`config.mk`:
```
export PLATFORM = sky130hd
export DESIGN_NAME = dfm_fault_manager
export DESIGN_NICKNAME = d
export VERILOG_FILES = /design/src/hw/dfm_pkg.sv /design/src/hw/dfm_fault_manager.sv
export SDC_FILE = /design/constraint.sdc
export NUM_CORES = 1
export LEC_CHECK = 0
export ABC_AREA = 1
export BUFFER_PORTS_ARGS = -buffer_cell sky130_fd_sc_hd__buf_2
export CORE_AREA = 5 5 105 181
export CTS_CLUSTER_DIAMETER = 100
export DETAILED_ROUTE_END_ITERATION = 8
export DIE_AREA = 0 0 110 186
export PLACE_DENSITY = 0.71
export REMOVE_ABC_BUFFERS = 1
export SYNTH_ARGS = -nofsm -noshare
export SYNTH_HDL_FRONTEND = slang
export SYNTH_SLANG_ARGS = --single-unit
export TNS_END_PERCENT = 5
```
`constraint.sdc`:
```
create_clock -name core_clk -period 1.8 [get_ports core_clk]
set_clock_uncertainty 0.1 [all_clocks]
set_input_delay 0.27 -clock core_clk [delete_from_list [all_inputs] [get_ports core_clk]]
set_output_delay 0.27 -clock core_clk [all_outputs]
set_load 0.03 [all_outputs]
```
`src/hw/dfm_pkg.sv`:
```
// Constants, register map and fault encodings for the drive fault manager
package dfm_pkg;
    // ------------------------------------------------------------
    // Timing
    // ------------------------------------------------------------
    localparam int CLK_HZ = 20_000_000;
    localparam int TICK_MS = 100;
    localparam int TICK_CYCLES = TICK_MS * (CLK_HZ / 1000);
    localparam logic [3:0] BLINK_TICKS = 4'h5;
    localparam logic [7:0] GOOD_RUN_TICKS = 8'h32;
    // ------------------------------------------------------------
    // Register map
    // ------------------------------------------------------------
    localparam int AW = 4;
    localparam int DW = 16;
    localparam logic [AW-1:0] REG_TRIES = 4'h0;
    localparam logic [AW-1:0] REG_DELAY = 4'h1;
    localparam logic [AW-1:0] REG_FCLR = 4'h2;
    localparam logic [AW-1:0] REG_STOPMODE = 4'h3;
    localparam logic [AW-1:0] REG_DI1FN = 4'h4;
    localparam logic [AW-1:0] REG_DI2FN = 4'h5;
    localparam logic [AW-1:0] REG_STATUS = 4'h6;
    localparam logic [AW-1:0] REG_LAST = 4'h7;
    localparam logic [7:0] TRIES_RST = 8'h00;
    localparam logic [7:0] DELAY_RST = 8'h0A;
    localparam logic [2:0] STOPMODE_RST = 3'h0;
    localparam logic [2:0] STOPMODE_CLR_MAX = 3'h3;
    localparam logic [3:0] DIFN_RST = 4'h0;
    localparam logic [3:0] DIFN_CLEAR = 4'h7;
    localparam logic [1:0] FCLR_A = 2'h1;
    localparam logic [1:0] FCLR_B = 2'h2;
    // ------------------------------------------------------------
    // Fault sources, index order is also priority order
    // ------------------------------------------------------------
    localparam int NCOND = 9;
    localparam logic [3:0] IX_AUX = 4'h0;
    localparam logic [3:0] IX_RIPPLE = 4'h1;
    localparam logic [3:0] IX_UNDER = 4'h2;
    localparam logic [3:0] IX_OVER = 4'h3;
    localparam logic [3:0] IX_STALL = 4'h4;
    localparam logic [3:0] IX_OVL = 4'h5;
    localparam logic [3:0] IX_HEAT = 4'h6;
    localparam logic [3:0] IX_HWOC = 4'h7;
    localparam logic [3:0] IX_GND = 4'h8;
    localparam logic [3:0] IX_TRIES = 4'h9;
    localparam logic [7:0] CODE_NONE = 8'h00;
    typedef enum logic [1:0] {ST_RUN, ST_DELAY, ST_HOLD} dfm_state_e;
endpackage : dfm_pkg
```
`src/hw/dfm_fault_manager.sv`:
```
// Drive fault manager: detection, stop, classification, clearing, auto restart
//
// Added by the designer: the plain strobed port and the register addresses.
`timescale 1ns/1ps
`default_nettype none
// Contract
// RQ1 - Any fault stops the drive output until the fault is cleared.
// RQ2 - Each fault is type 1 (auto reset) or type 2 (manual only).
// RQ3 - Type 1 fault with tries above 0 starts delay countdown.
// RQ4 - At countdown end retry; if cause gone, clear and restart.
// RQ5 - After a successful auto reset the block issues its own start.
// RQ6 - Type 2 never clears automatically; clear needs the cause gone.
// RQ7 - While faulted, flash fault number and fault indicator.
// RQ8 - Escape acknowledges, stops flashing, keeps the fault latched.
// RQ9 - Most recent fault code is recorded for display.
// RQ10 - Stop key clears a resolved fault only with stop mode 0..3.
// RQ11 - Fault clear write of 1 or 2, or power cycle, clears.
// RQ12 - Edge on a digital input with function 7 clears.
// RQ13 - Delay 0: auto clear over/undervoltage, heatsink, no restart.
// RQ14 - Open auxiliary interlock raises F2, type 1.
// RQ15 - Excess bus ripple raises F3, type 2.
// RQ16 - Bus undervoltage raises F4, type 1.
// RQ17 - Bus overvoltage raises F5, type 1.
// RQ18 - Motor stall raises F6, type 1.
// RQ19 - Motor overload trip raises F7, type 1.
// RQ20 - Heatsink overtemperature raises F8, type 1.
// RQ21 - Hardware overcurrent raises F12, type 2.
// RQ22 - Ground fault raises F13, type 2.
// RQ23 - Exhausted retries raise F33, cleared manually.
// RQ24 - Retries counted; reloaded on manual clear or fault-free run.
// RQ25 - Any clear ends flashing and releases the stop.
module dfm_fault_manager #(
    parameter int TICK_CYC = dfm_pkg::TICK_CYCLES
) (
    // Clock, reset, enable
    input wire logic core_clk,
    input wire logic rst_n,
    input wire logic ce,
    // Register port
    input wire logic [dfm_pkg::AW-1:0] reg_addr,
    input wire logic [dfm_pkg::DW-1:0] reg_wdata,
    input wire logic reg_wr,
    input wire logic reg_rd,
    output logic [dfm_pkg::DW-1:0] reg_rdata,
    // Fault condition pins
    input wire logic [dfm_pkg::NCOND-1:0] fault_cond,
    // Keypad and digital input pins
    input wire logic esc_key,
    input wire logic stop_key,
    input wire logic din_one,
    input wire logic din_two,
    // Run request from the drive controller
    input wire logic run_request,
    // Drive control and display
    output logic drive_enable,
    output logic auto_start,
    output logic [7:0] disp_code,
    output logic flash_number,
    output logic flash_indicator,
    output logic fault_active
);
    import dfm_pkg::*;

    // ------------------------------------------------------------
    // Helpers
    // ------------------------------------------------------------
    // Fault number shown for each source index
    function automatic logic [7:0] idx_code(input logic [3:0] ix);
        case (ix)
            // RQ14 aux interlock
            IX_AUX: idx_code = 8'h02;
            // RQ15 ripple loss
            IX_RIPPLE: idx_code = 8'h03;
            // RQ16 undervoltage
            IX_UNDER: idx_code = 8'h04;
            // RQ17 overvoltage
            IX_OVER: idx_code = 8'h05;
            // RQ18 motor stall
            IX_STALL: idx_code = 8'h06;
            // RQ19 motor overload
            IX_OVL: idx_code = 8'h07;
            // RQ20 heatsink overtemp
            IX_HEAT: idx_code = 8'h08;
            // RQ21 hw overcurrent
            IX_HWOC: idx_code = 8'h0C;
            // RQ22 ground fault
            IX_GND: idx_code = 8'h0D;
            // RQ23 tries exhausted
            IX_TRIES: idx_code = 8'h21;
            default: idx_code = CODE_NONE;
        endcase
    endfunction : idx_code

    // RQ2 type classification
    function automatic logic idx_type1(input logic [3:0] ix);
        case (ix)
            IX_AUX, IX_UNDER, IX_OVER, IX_STALL, IX_OVL, IX_HEAT: idx_type1 = 1'b1;
            default: idx_type1 = 1'b0;
        endcase
    endfunction : idx_type1

    // Lowest index wins when several sources trip together
    function automatic logic [3:0] first_idx(input logic [NCOND-1:0] v);
        first_idx = IX_TRIES;
        for (int i = NCOND - 1; i >= 0; i--) begin
            if (v[i]) begin
                first_idx = 4'(i);
            end
        end
    endfunction : first_idx

    // ------------------------------------------------------------
    // Pin synchronisers
    // ------------------------------------------------------------
    logic [NCOND-1:0] cond_m;
    logic [NCOND-1:0] cond;
    logic [3:0] key_m;
    logic [3:0] key_s;
    logic [3:0] key_d;
    // Two stages before any logic looks at the pins
    always_ff @(posedge core_clk or negedge rst_n) begin
        if (!rst_n) begin
            cond_m <= '0;
            cond <= '0;
            key_m <= 4'h0;
            key_s <= 4'h0;
            key_d <= 4'h0;
        end else if (ce) begin
            cond_m <= fault_cond;
            cond <= cond_m;
            key_m <= {din_two, din_one, stop_key, esc_key};
            key_s <= key_m;
            key_d <= key_s;
        end
    end
    logic esc_rise;
    logic stop_rise;
    logic [1:0] din_tog;
    assign esc_rise = key_s[0] & ~key_d[0];
    assign stop_rise = key_s[1] & ~key_d[1];
    // Any change on a digital input counts as a cycle of that input
    assign din_tog = key_s[3:2] ^ key_d[3:2];

    // ------------------------------------------------------------
    // Registers
    // ------------------------------------------------------------
    logic [7:0] tries_set;
    logic [7:0] delay_set;
    logic [2:0] stop_mode;
    logic [3:0] di1_fn;
    logic [3:0] di2_fn;
    logic param_clr;
    // Settings written by software
    always_ff @(posedge core_clk or negedge rst_n) begin
        if (!rst_n) begin
            tries_set <= TRIES_RST;
            delay_set <= DELAY_RST;
            stop_mode <= STOPMODE_RST;
            di1_fn <= DIFN_RST;
            di2_fn <= DIFN_RST;
        end else if (ce && reg_wr) begin
            case (reg_addr)
                REG_TRIES: tries_set <= reg_wdata[7:0];
                REG_DELAY: delay_set <= reg_wdata[7:0];
                REG_STOPMODE: stop_mode <= reg_wdata[2:0];
                REG_DI1FN: di1_fn <= reg_wdata[3:0];
                REG_DI2FN: di2_fn <= reg_wdata[3:0];
                default: ;
            endcase
        end
    end
    // RQ11 clear parameter write
    assign param_clr = reg_wr && reg_addr == REG_FCLR &&
        (reg_wdata[1:0] == FCLR_A || reg_wdata[1:0] == FCLR_B) && reg_wdata[DW-1:2] == '0;

    // ------------------------------------------------------------
    // Time base
    // ------------------------------------------------------------
    logic [$clog2(TICK_CYC)-1:0] pre_cnt;
    logic tick;
    // Tick prescaler; delay and blink run in ticks to keep counters small
    always_ff @(posedge core_clk or negedge rst_n) begin
        if (!rst_n) begin
            pre_cnt <= '0;
            tick <= 1'b0;
        end else if (ce) begin
            tick <= pre_cnt == $bits(pre_cnt)'(TICK_CYC - 1);
            if (pre_cnt == $bits(pre_cnt)'(TICK_CYC - 1)) begin
                pre_cnt <= '0;
            end else begin
                pre_cnt <= pre_cnt + 1'b1;
            end
        end
    end

    // ------------------------------------------------------------
    // Fault state machine
    // ------------------------------------------------------------
    dfm_state_e state;
    logic [3:0] fidx;
    logic [7:0] timer;
    logic [7:0] tries_left;
    logic [7:0] good_cnt;
    logic gone;
    logic manual_clr;
    // Cause gone: own source quiet; F33 needs every source quiet
    assign gone = (fidx == IX_TRIES) ? ~|cond : ~cond[fidx];
    // RQ10 stop key
    // RQ12 digital input clear
    assign manual_clr = (stop_rise && stop_mode <= STOPMODE_CLR_MAX) || param_clr ||
        (din_tog[0] && di1_fn == DIFN_CLEAR) || (din_tog[1] && di2_fn == DIFN_CLEAR);

    always_ff @(posedge core_clk or negedge rst_n) begin
        if (!rst_n) begin
            state <= ST_RUN;
            fidx <= IX_TRIES;
            timer <= 8'h00;
            tries_left <= TRIES_RST;
            auto_start <= 1'b0;
        end else if (ce) begin
            auto_start <= 1'b0;
            case (state)
                ST_RUN: begin
                    // RQ24 reload after fault-free run
                    if (good_cnt == GOOD_RUN_TICKS) begin
                        tries_left <= tries_set;
                    end
                    if (|cond) begin
                        fidx <= first_idx(cond);
                        timer <= delay_set;
                        // RQ3 start countdown
                        if (idx_type1(first_idx(cond)) && tries_left != 8'h00) begin
                            state <= ST_DELAY;
                        end else begin
                            state <= ST_HOLD;
                        end
                    end
                end
                ST_DELAY: begin
                    if (manual_clr && gone) begin
                        state <= ST_RUN;
                        tries_left <= tries_set;
                    end else if (timer != 8'h00) begin
                        if (tick) begin
                            timer <= timer - 1'b1;
                        end
                    end else if (delay_set == 8'h00) begin
                        // RQ13 zero delay: a retry every cycle would burn the tries, so wait for the cause
                        if (fidx != IX_UNDER && fidx != IX_OVER && fidx != IX_HEAT) begin
                            state <= ST_HOLD;
                        end else if (gone) begin
                            state <= ST_RUN;
                        end
                    end else begin
                        // RQ24 count the attempt
                        tries_left <= tries_left - 1'b1;
                        if (gone) begin
                            // RQ4 reset fault
                            // RQ5 own start command
                            state <= ST_RUN;
                            auto_start <= 1'b1;
                        end else if (tries_left == 8'h01) begin
                            // RQ23 retries exhausted
                            fidx <= IX_TRIES;
                            state <= ST_HOLD;
                        end else begin
                            timer <= delay_set;
                        end
                    end
                end
                ST_HOLD: begin
                    // RQ6 manual clear only, cause gone
                    if (manual_clr && gone) begin
                        state <= ST_RUN;
                        tries_left <= tries_set;
                    end
                end
                default: state <= ST_RUN;
            endcase
        end
    end

    // Fault-free run time for the retry reload
    always_ff @(posedge core_clk or negedge rst_n) begin
        if (!rst_n) begin
            good_cnt <= 8'h00;
        end else if (ce) begin
            if (state != ST_RUN || !run_request || |cond) begin
                good_cnt <= 8'h00;
            end else if (tick && good_cnt != GOOD_RUN_TICKS) begin
                good_cnt <= good_cnt + 1'b1;
            end
        end
    end

    // ------------------------------------------------------------
    // Drive stop and recorded code
    // ------------------------------------------------------------
    logic [7:0] last_code;
    // RQ1 stop on any fault
    // RQ25 release on clear
    always_ff @(posedge core_clk or negedge rst_n) begin
        if (!rst_n) begin
            drive_enable <= 1'b0;
            fault_active <= 1'b0;
        end else if (ce) begin
            drive_enable <= state == ST_RUN && !(|cond);
            fault_active <= state != ST_RUN;
        end
    end
    // RQ9 most recent fault
    always_ff @(posedge core_clk or negedge rst_n) begin
        if (!rst_n) begin
            last_code <= CODE_NONE;
        end else if (ce) begin
            if (state == ST_RUN && |cond) begin
                last_code <= idx_code(first_idx(cond));
            end else if (state == ST_DELAY && timer == 8'h00 && delay_set != 8'h00 && !gone &&
                tries_left == 8'h01) begin
                last_code <= idx_code(IX_TRIES);
            end
        end
    end

    // ------------------------------------------------------------
    // Keypad indication
    // ------------------------------------------------------------
    logic acked;
    logic [3:0] blink_cnt;
    logic blink;
    // RQ8 escape acknowledge; a fresh fault wins over the key
    always_ff @(posedge core_clk or negedge rst_n) begin
        if (!rst_n) begin
            acked <= 1'b0;
        end else if (ce) begin
            if (state == ST_RUN) begin
                acked <= 1'b0;
            end else if (esc_rise) begin
                acked <= 1'b1;
            end
        end
    end
    // Blink phase, half period in ticks
    always_ff @(posedge core_clk or negedge rst_n) begin
        if (!rst_n) begin
            blink_cnt <= 4'h0;
            blink <= 1'b0;
        end else if (ce && tick) begin
            if (blink_cnt == BLINK_TICKS - 1'b1) begin
                blink_cnt <= 4'h0;
                blink <= ~blink;
            end else begin
                blink_cnt <= blink_cnt + 1'b1;
            end
        end
    end
    // RQ7 flash number and indicator
    always_ff @(posedge core_clk or negedge rst_n) begin
        if (!rst_n) begin
            flash_number <= 1'b0;
            flash_indicator <= 1'b0;
            disp_code <= CODE_NONE;
        end else if (ce) begin
            flash_number <= state != ST_RUN && !acked && blink;
            flash_indicator <= state != ST_RUN && !acked && blink;
            disp_code <= (state != ST_RUN && !acked) ? idx_code(fidx) : CODE_NONE;
        end
    end

    // ------------------------------------------------------------
    // Read port
    // ------------------------------------------------------------
    always_ff @(posedge core_clk or negedge rst_n) begin
        if (!rst_n) begin
            reg_rdata <= '0;
        end else if (ce) begin
            reg_rdata <= '0;
            if (reg_rd) begin
                case (reg_addr)
                    REG_TRIES: reg_rdata <= {8'h00, tries_set};
                    REG_DELAY: reg_rdata <= {8'h00, delay_set};
                    REG_STOPMODE: reg_rdata <= {13'h0000, stop_mode};
                    REG_DI1FN: reg_rdata <= {12'h000, di1_fn};
                    REG_DI2FN: reg_rdata <= {12'h000, di2_fn};
                    REG_STATUS: reg_rdata <= {tries_left, 2'h0, 1'(idx_type1(fidx)), acked, fidx};
                    REG_LAST: reg_rdata <= {8'h00, last_code};
                    default: reg_rdata <= '0;
                endcase
            end
        end
    end

    // ------------------------------------------------------------
    // Checks
    // ------------------------------------------------------------
    property p_stop;
        @(posedge core_clk) disable iff (!rst_n) ce && |cond |=> !drive_enable;
    endproperty
    a_stop: assert property (p_stop) else $error("drive not stopped on fault"); // RQ1
    property p_delay;
        @(posedge core_clk) disable iff (!rst_n)
            ce && state == ST_RUN && |cond && idx_type1(first_idx(cond)) && tries_left != 8'h00
            |=> state == ST_DELAY;
    endproperty
    a_delay: assert property (p_delay) else $error("countdown not started"); // RQ3
    property p_start;
        @(posedge core_clk) disable iff (!rst_n)
            auto_start |-> $past(state) == ST_DELAY && state == ST_RUN;
    endproperty
    a_start: assert property (p_start) else $error("start outside retry"); // RQ5
    property p_type2;
        @(posedge core_clk) disable iff (!rst_n)
            ce && state == ST_HOLD && !manual_clr |=> state == ST_HOLD;
    endproperty
    a_type2: assert property (p_type2) else $error("hold left without clear"); // RQ6
    property p_flash;
        @(posedge core_clk) disable iff (!rst_n)
            ce && state == ST_RUN |=> !flash_number && !flash_indicator && disp_code == CODE_NONE;
    endproperty
    a_flash: assert property (p_flash) else $error("flashing while healthy"); // RQ7
    property p_ack;
        @(posedge core_clk) disable iff (!rst_n)
            ce && esc_rise && state != ST_RUN ##1 ce && state != ST_RUN |=> !flash_number;
    endproperty
    a_ack: assert property (p_ack) else $error("flash after escape"); // RQ8
    property p_last;
        @(posedge core_clk) disable iff (!rst_n)
            ce && state == ST_RUN && cond[IX_HWOC] && !(|cond[6:0]) |=> last_code == 8'h0C;
    endproperty
    a_last: assert property (p_last) else $error("last code not recorded"); // RQ9
    property p_stopmode;
        @(posedge core_clk) disable iff (!rst_n)
            ce && state == ST_HOLD && stop_rise && stop_mode > STOPMODE_CLR_MAX && !param_clr
            && din_tog == 2'b00 |=> state == ST_HOLD;
    endproperty
    a_stopmode: assert property (p_stopmode) else $error("stop cleared in wrong mode"); // RQ10
    property p_param;
        @(posedge core_clk) disable iff (!rst_n)
            ce && state != ST_RUN && param_clr && gone |=> state == ST_RUN ##1 fault_active == 1'b0;
    endproperty
    a_param: assert property (p_param) else $error("clear write ignored"); // RQ11
    c_auto: cover property (@(posedge core_clk) disable iff (!rst_n) auto_start);
    c_tries: cover property (@(posedge core_clk) disable iff (!rst_n) state == ST_HOLD && fidx == IX_TRIES);
    c_manual: cover property (@(posedge core_clk) disable iff (!rst_n) state == ST_HOLD ##1 state == ST_RUN);
endmodule : dfm_fault_manager
`default_nettype wire

```
# Word level (Yosys, flattened, before mapping)
# Memory sizes are Yosys's and may differ from the RTL's.
# Index checks and enable logic that the tools add are counted.
# totals
in_bits	39
mem_count	2
mem_bits_rw	0
rom_bits	160
register_bits	151
latch_bits	0
out_inout_bits	29
wordCells	223
# mem_list
memory	depth	word_bits	read_ports	rd_ports_with_merged_regs	wr	line	source
(no name shown)	16	5	1	0	0	dfm_fault_manager.sv:69	case (ix)
(no name shown)	16	5	1	0	0	dfm_fault_manager.sv:69	
# op_classes
eq_ne	48
bitwise	7
n_mul	0
div_mod_pow	0
shifts	0
order_cmp	2
n_addsub	5
n_reduce_logical	63
mux	69
# ops
cell	count
two-way mux 8 bit	17
case mux 16 bit (7 select lines)	1
two-way mux 4 bit	19
== test 4 x 3 -> 1 bit, second input constant	13
== test 4 x 2 -> 1 bit, second input constant	6
case mux 8 bit (3 select lines)	1
nonzero test 8 bit	3
adder 21 x 1 -> 21 bit, second input constant	1
== test 21 bit, second input constant	1
logical AND 1 bit	21
two-way mux 21 bit	1
two-way mux 2 bit	10
inequality test 3 bit, second input constant	6
AND reduction 2 bit	9
logical NOT 8 bit	2
two-way mux 16 bit	1
inequality test 2 bit, second input constant	8
case mux 8 bit (2 select lines)	1
AND reduction 8 bit	2
subtractor 8 x 1 -> 8 bit, second input constant	2
two-way mux 1 bit	15
logical NOT 14 bit	1
logical NOT 4 bit	3
AND reduction 6 bit	2
27 further kinds	48

# Logic depth before layout (Yosys ltp)
# depth
word_depth	22
ltp_mapped	15
ltp_nobuf	15

# Worst setup path before layout
# No wires, ideal clock.
# synth_timing
path_kind	register -> register
startpoint	reg fidx[0]
endpoint	reg tries_left[5]
stages_incl_launch_ff	13
required_time_ns	1.583
period_less_slack_ns	1.869
path_slack_ns	-0.069
path_buffers	1
t_arrival_ns	1.652
setup_time_ns	0.117
path_cell_list	dfstp_2 -> buf_4 -> o21ai_0 -> nand2_1 -> nand4_1 -> nand3_4 -> nand2_4 -> nand2_4 -> nand2_2 -> nor2_4 -> nand2_4 -> nand2_1 -> nand2_1
# synth_between
elab_chain_cells	7
elab_cells_between_ends	12
cone_classes	eq/ne: 4; mux: 5; bitwise: 1; reduce/logical: 2
# synth_lines
element	line	source
start, declared	dfm_fault_manager.sv:200	logic [3:0] fidx;
start signal, assigned	dfm_fault_manager.sv:229	fidx <= first_idx(cond);
binary-select mux 1 bit (select 4 bit)	dfm_fault_manager.sv:207	assign gone = (fidx == IX_TRIES) ? ~|cond : ~cond[fidx];
two-way mux 1 bit (implied by the code)	dfm_fault_manager.sv:207	
NOT 1 bit	dfm_fault_manager.sv:207	
two-way mux 1 bit (*)	dfm_fault_manager.sv:207	
logical AND 1 bit (*)	dfm_fault_manager.sv:240, dfm_fault_manager.sv:273	
inequality test 3 bit (no source line), or another cell as far along	n/a	
AND reduction 6 bit (no source line) / case mux 8 bit (3 select lines) (equally long branches)	n/a	
end signal, assigned	dfm_fault_manager.sv:242	tries_left <= tries_set;
end signal, assigned	dfm_fault_manager.sv:256	tries_left <= tries_left - 1'b1;
end signal, assigned	dfm_fault_manager.sv:275	tries_left <= tries_set;
end, declared	dfm_fault_manager.sv:202	logic [7:0] tries_left;
# Mark *: on every way between the ends. The rest lies on a longest branch, timed or not. The select of a mux whose other input is x is not followed.
# A chain may end at the register's enable or synchronous reset.

# Worst setup path after layout
# layout_timing
startpoint	reg fidx[0]
endpoint	reg tries_left[0]
# The elaborated chain is that of the path after synthesis.

==> flow_summary.ini <==
[floorplanning]
ios = 68
coreArea_sq_mm = 0.0174
start_util = 0.442
die-area_sq_mm = 0.0205
fp.dieH_um = 186
die_w_um = 110
rows = 64

[power]
switchingPower_mw = 5.02
clockPowerShare = 0.269
ir_drop_v = 0.000673
combPwrFrac = 0.400
leakage_nw = 5.33
internal_power_mw = 8.26
power.share.switching = 0.378
power_mw = 13.3
power_density_mw_per_mm2 = 1290
seqPwrFrac = 0.330

[detailed_routing]
num_vias = 7399
ant_nets = 0
routed_wl_mm = 20.9
firstDrtPassIters = 5
viasPerCell = 5.03
wire_per_inst_um = 14.2
drc = 0
first_iter_violations = 438

[synthesis]
synth-seq-cells = 145
ys.flop_type = dfrtp_1
ys_seq_area_frac = 0.473
netlist_area_sq_mm = 0.00768
synth.top_cells.by_count = nand2_1, dfrtp_1, inv_1, o21ai_0, nor2_1
synth-edff-count = 0
netlist_instances = 992
ys_warn_count = 0
yosysTopAreaCell = dfrtp_1
syn_avg_cell_area_sq_um = 7.74
synth_top_area_frac = 0.459
async_flop_share = 1.00
synth.distinct_cells = 48
yosysMostFrequentCell = nand2_1
synth_area_leaders = dfrtp_1, nand2_1, o21ai_0

[hold_path]
whs_path_depth = 3
hold_path_class = in -> reg

[critical_path]
r2r_cells = 11
criticalPathCategory = reg -> reg
critPathMaxStageDelay_ns = 0.60
critPathArrivalTime_ns = 2.26
start_kind = flop
cp_slowest_cell = dfstp_2
worstPathRequired_ns = 2.06
rrSetupSlack_ns = -0.20
crit_chain = inv_2, a21oi_2, nand2_2, nand2_2, nand3_4, buf_6, a21oi_2, nor2_4, nand2_4, nand2_1, nand2_1
worstPathMaxFanout = 8
end_kind = flop

[final_layout]
diodes = 0
drive_gt1_frac = 0.266
fin_area_sq_mm = 0.0103
post-route-util = 0.594
syn_to_final_growth_pct = 34.4
fillers = 1555
nNetsFinal = 1275

[global_route]
grt-ovfl-total = 0
grt_pass1_wl_mm = 35.2
grt_pass1_vias = 7598
antenna_found_initial = 0
grt_max_degree = 45
grtUsageTotal = 0.219

[clock_network]
ctsLongestPathBuffers = 2
numCtsBuffers = 17
numClockSinks = 145
cts_tree = done
htreeDepth = 4
clk_pin_slew_worst_paths_ns = 0.07
clk_latency_ns = 0.42
clockRootBuffer = clkbuf_16

[timing]
final-max-slew-violation-count = 0
fin_ws_ns = -0.204
setup_violations = 30
hold_violations = 0
rsz0062_at_grt = true
fin_crit_sh = 1.11
fmax_ghz = 0.499
period_needed_ns = 2.00

[placement]
placed_cell_area_sq_mm = 0.00937
numPortBuffers = 64
place_congestion = 0.902
hpwl_mm = 16.2

[job]
drv_cap = 0

[outcome]
run_status = complete, but fails checks
violations = negative setup slack
==> per-stage QoR <==
stage                     instances  worst slack (ns)  hold slack [ns]  setup TNS (ns)
after floorplan                 969            -0.392           -0.126           -4.40
after global placement         1418            -0.273            0.128           -5.22
after detailed placement       1418            -0.307            0.131           -6.06
after CTS                      1468            -0.202          0.00222           -3.96
after global routing           1470            -0.344           0.0299           -8.80
final                          1470            -0.204           0.0119           -3.84
==> placed cells by master, fill, tap and decap left out, types with 15 or more instances in the layout <==
cell type	count
nor2_1	74
clkbuf_16	17
nand3_1	54
nand4_1	23
o21ai_0	72
a21oi_1	18
buf_4	152
inv_1	106
nand2_1	299
nor3_1	17
buf_2	63
xor2_1	15
dfrtp_1	141
==> area by class of cell <==
cell class                      instances  area [sq um]  share of cell area
Multi-Input combinational cell        709          3660               0.354
Timing Repair Buffer                  237          1710               0.166
Clock buffer                           17           425              0.0412
Tap cell                              231           289              0.0280
Inverter                              116           435              0.0422
Clock inverter                         15           170              0.0165
Sequential cell                       145          3630               0.352
==> critical path: cells and delay by family, from the launching register on <==
kind	cells	cell delay, ns
simple gates	7	0.62
flops	1	0.60
compound gates	2	0.41
buf+inv	2	0.23
==> power groups by stage <==
| stage | registers, mW | clock network, mW | logic (mW) |
|---|---|---|---|
| 6_report | 4.38 | 3.58 | 5.32 |
| 5_1_grt | 4.47 | 3.78 | 5.91 |
| 2_1_floorplan | 4.56 | 0 | 2.53 |
| 3_3_place_gp | 4.41 | 0 | 4.85 |
| 4_1_cts | 4.37 | 3.63 | 5.18 |
| 3_5_place_dp | 4.42 | 0 | 4.93 |
==> metal layers <==
| layer | wire length [um] | up-vias | global-route usage | share of wire |
|---|---|---|---|---|
| li1 | - | 3700 | - | - |
| met1 | 7810 | 3505 | 0.237 | 0.37 |
| met2 | 11600 | 139 | 0.406 | 0.55 |
| met3 | 633 | 55 | 0.0340 | 0.030 |
| met4 | 876 | 0 | 0.103 | 0.042 |
| met5 | 0 | - | 0 | 0 |
==> state kept, by name (all words and copies together) (netlist names), 5 cells and up <==
register / flops
cond_m: 9
pre_cnt: 21
delay_set: 8
reg_rdata: 16
tries_set: 8
last_code: 5
timer: 8
tries_left: 8
good_cnt: 8
cond: 9
disp_code: 5
==> cells by family after synthesis <==
kind of cell | share of synthesized area
adder cells (fa/ha/maj) | 0.0163
other | 0.000488
XOR/XNOR | 0.0251
flip-flops | 0.473
buffers and inverters | 0.0738
AND/OR/NAND/NOR | 0.298
AO/OA/AOI/OAI | 0.113
==> path summary, 6_finish.rpt <==
path / startpoint / end
max: fidx[0] / tries_left[0]
min: reg_wdata[3] / di1_fn[3]
max reg2reg: fidx[0] / tries_left[0]
min reg2reg: cond_m[7] / cond_m[7]
max in group asynchronous: rst_n / auto_start
min in group asynchronous: rst_n / cond_m[2]
==> timing repair <==
| action | 4_1_cts | 5_1_grt |
|---|---|---|
| endpoints found under the hold margin | 48 | 0 |
| hold buffers | 14 | 0 |
| pin swaps | 7 | 19 |
| gates resized for setup | 23 | 34 |
| gates cloned | 1 | 0 |
| setup endpoints to repair | 32 | 52 |
| setup buffers | 3 | 2 |
Note: power is estimated with default switching activity, not from simulation.
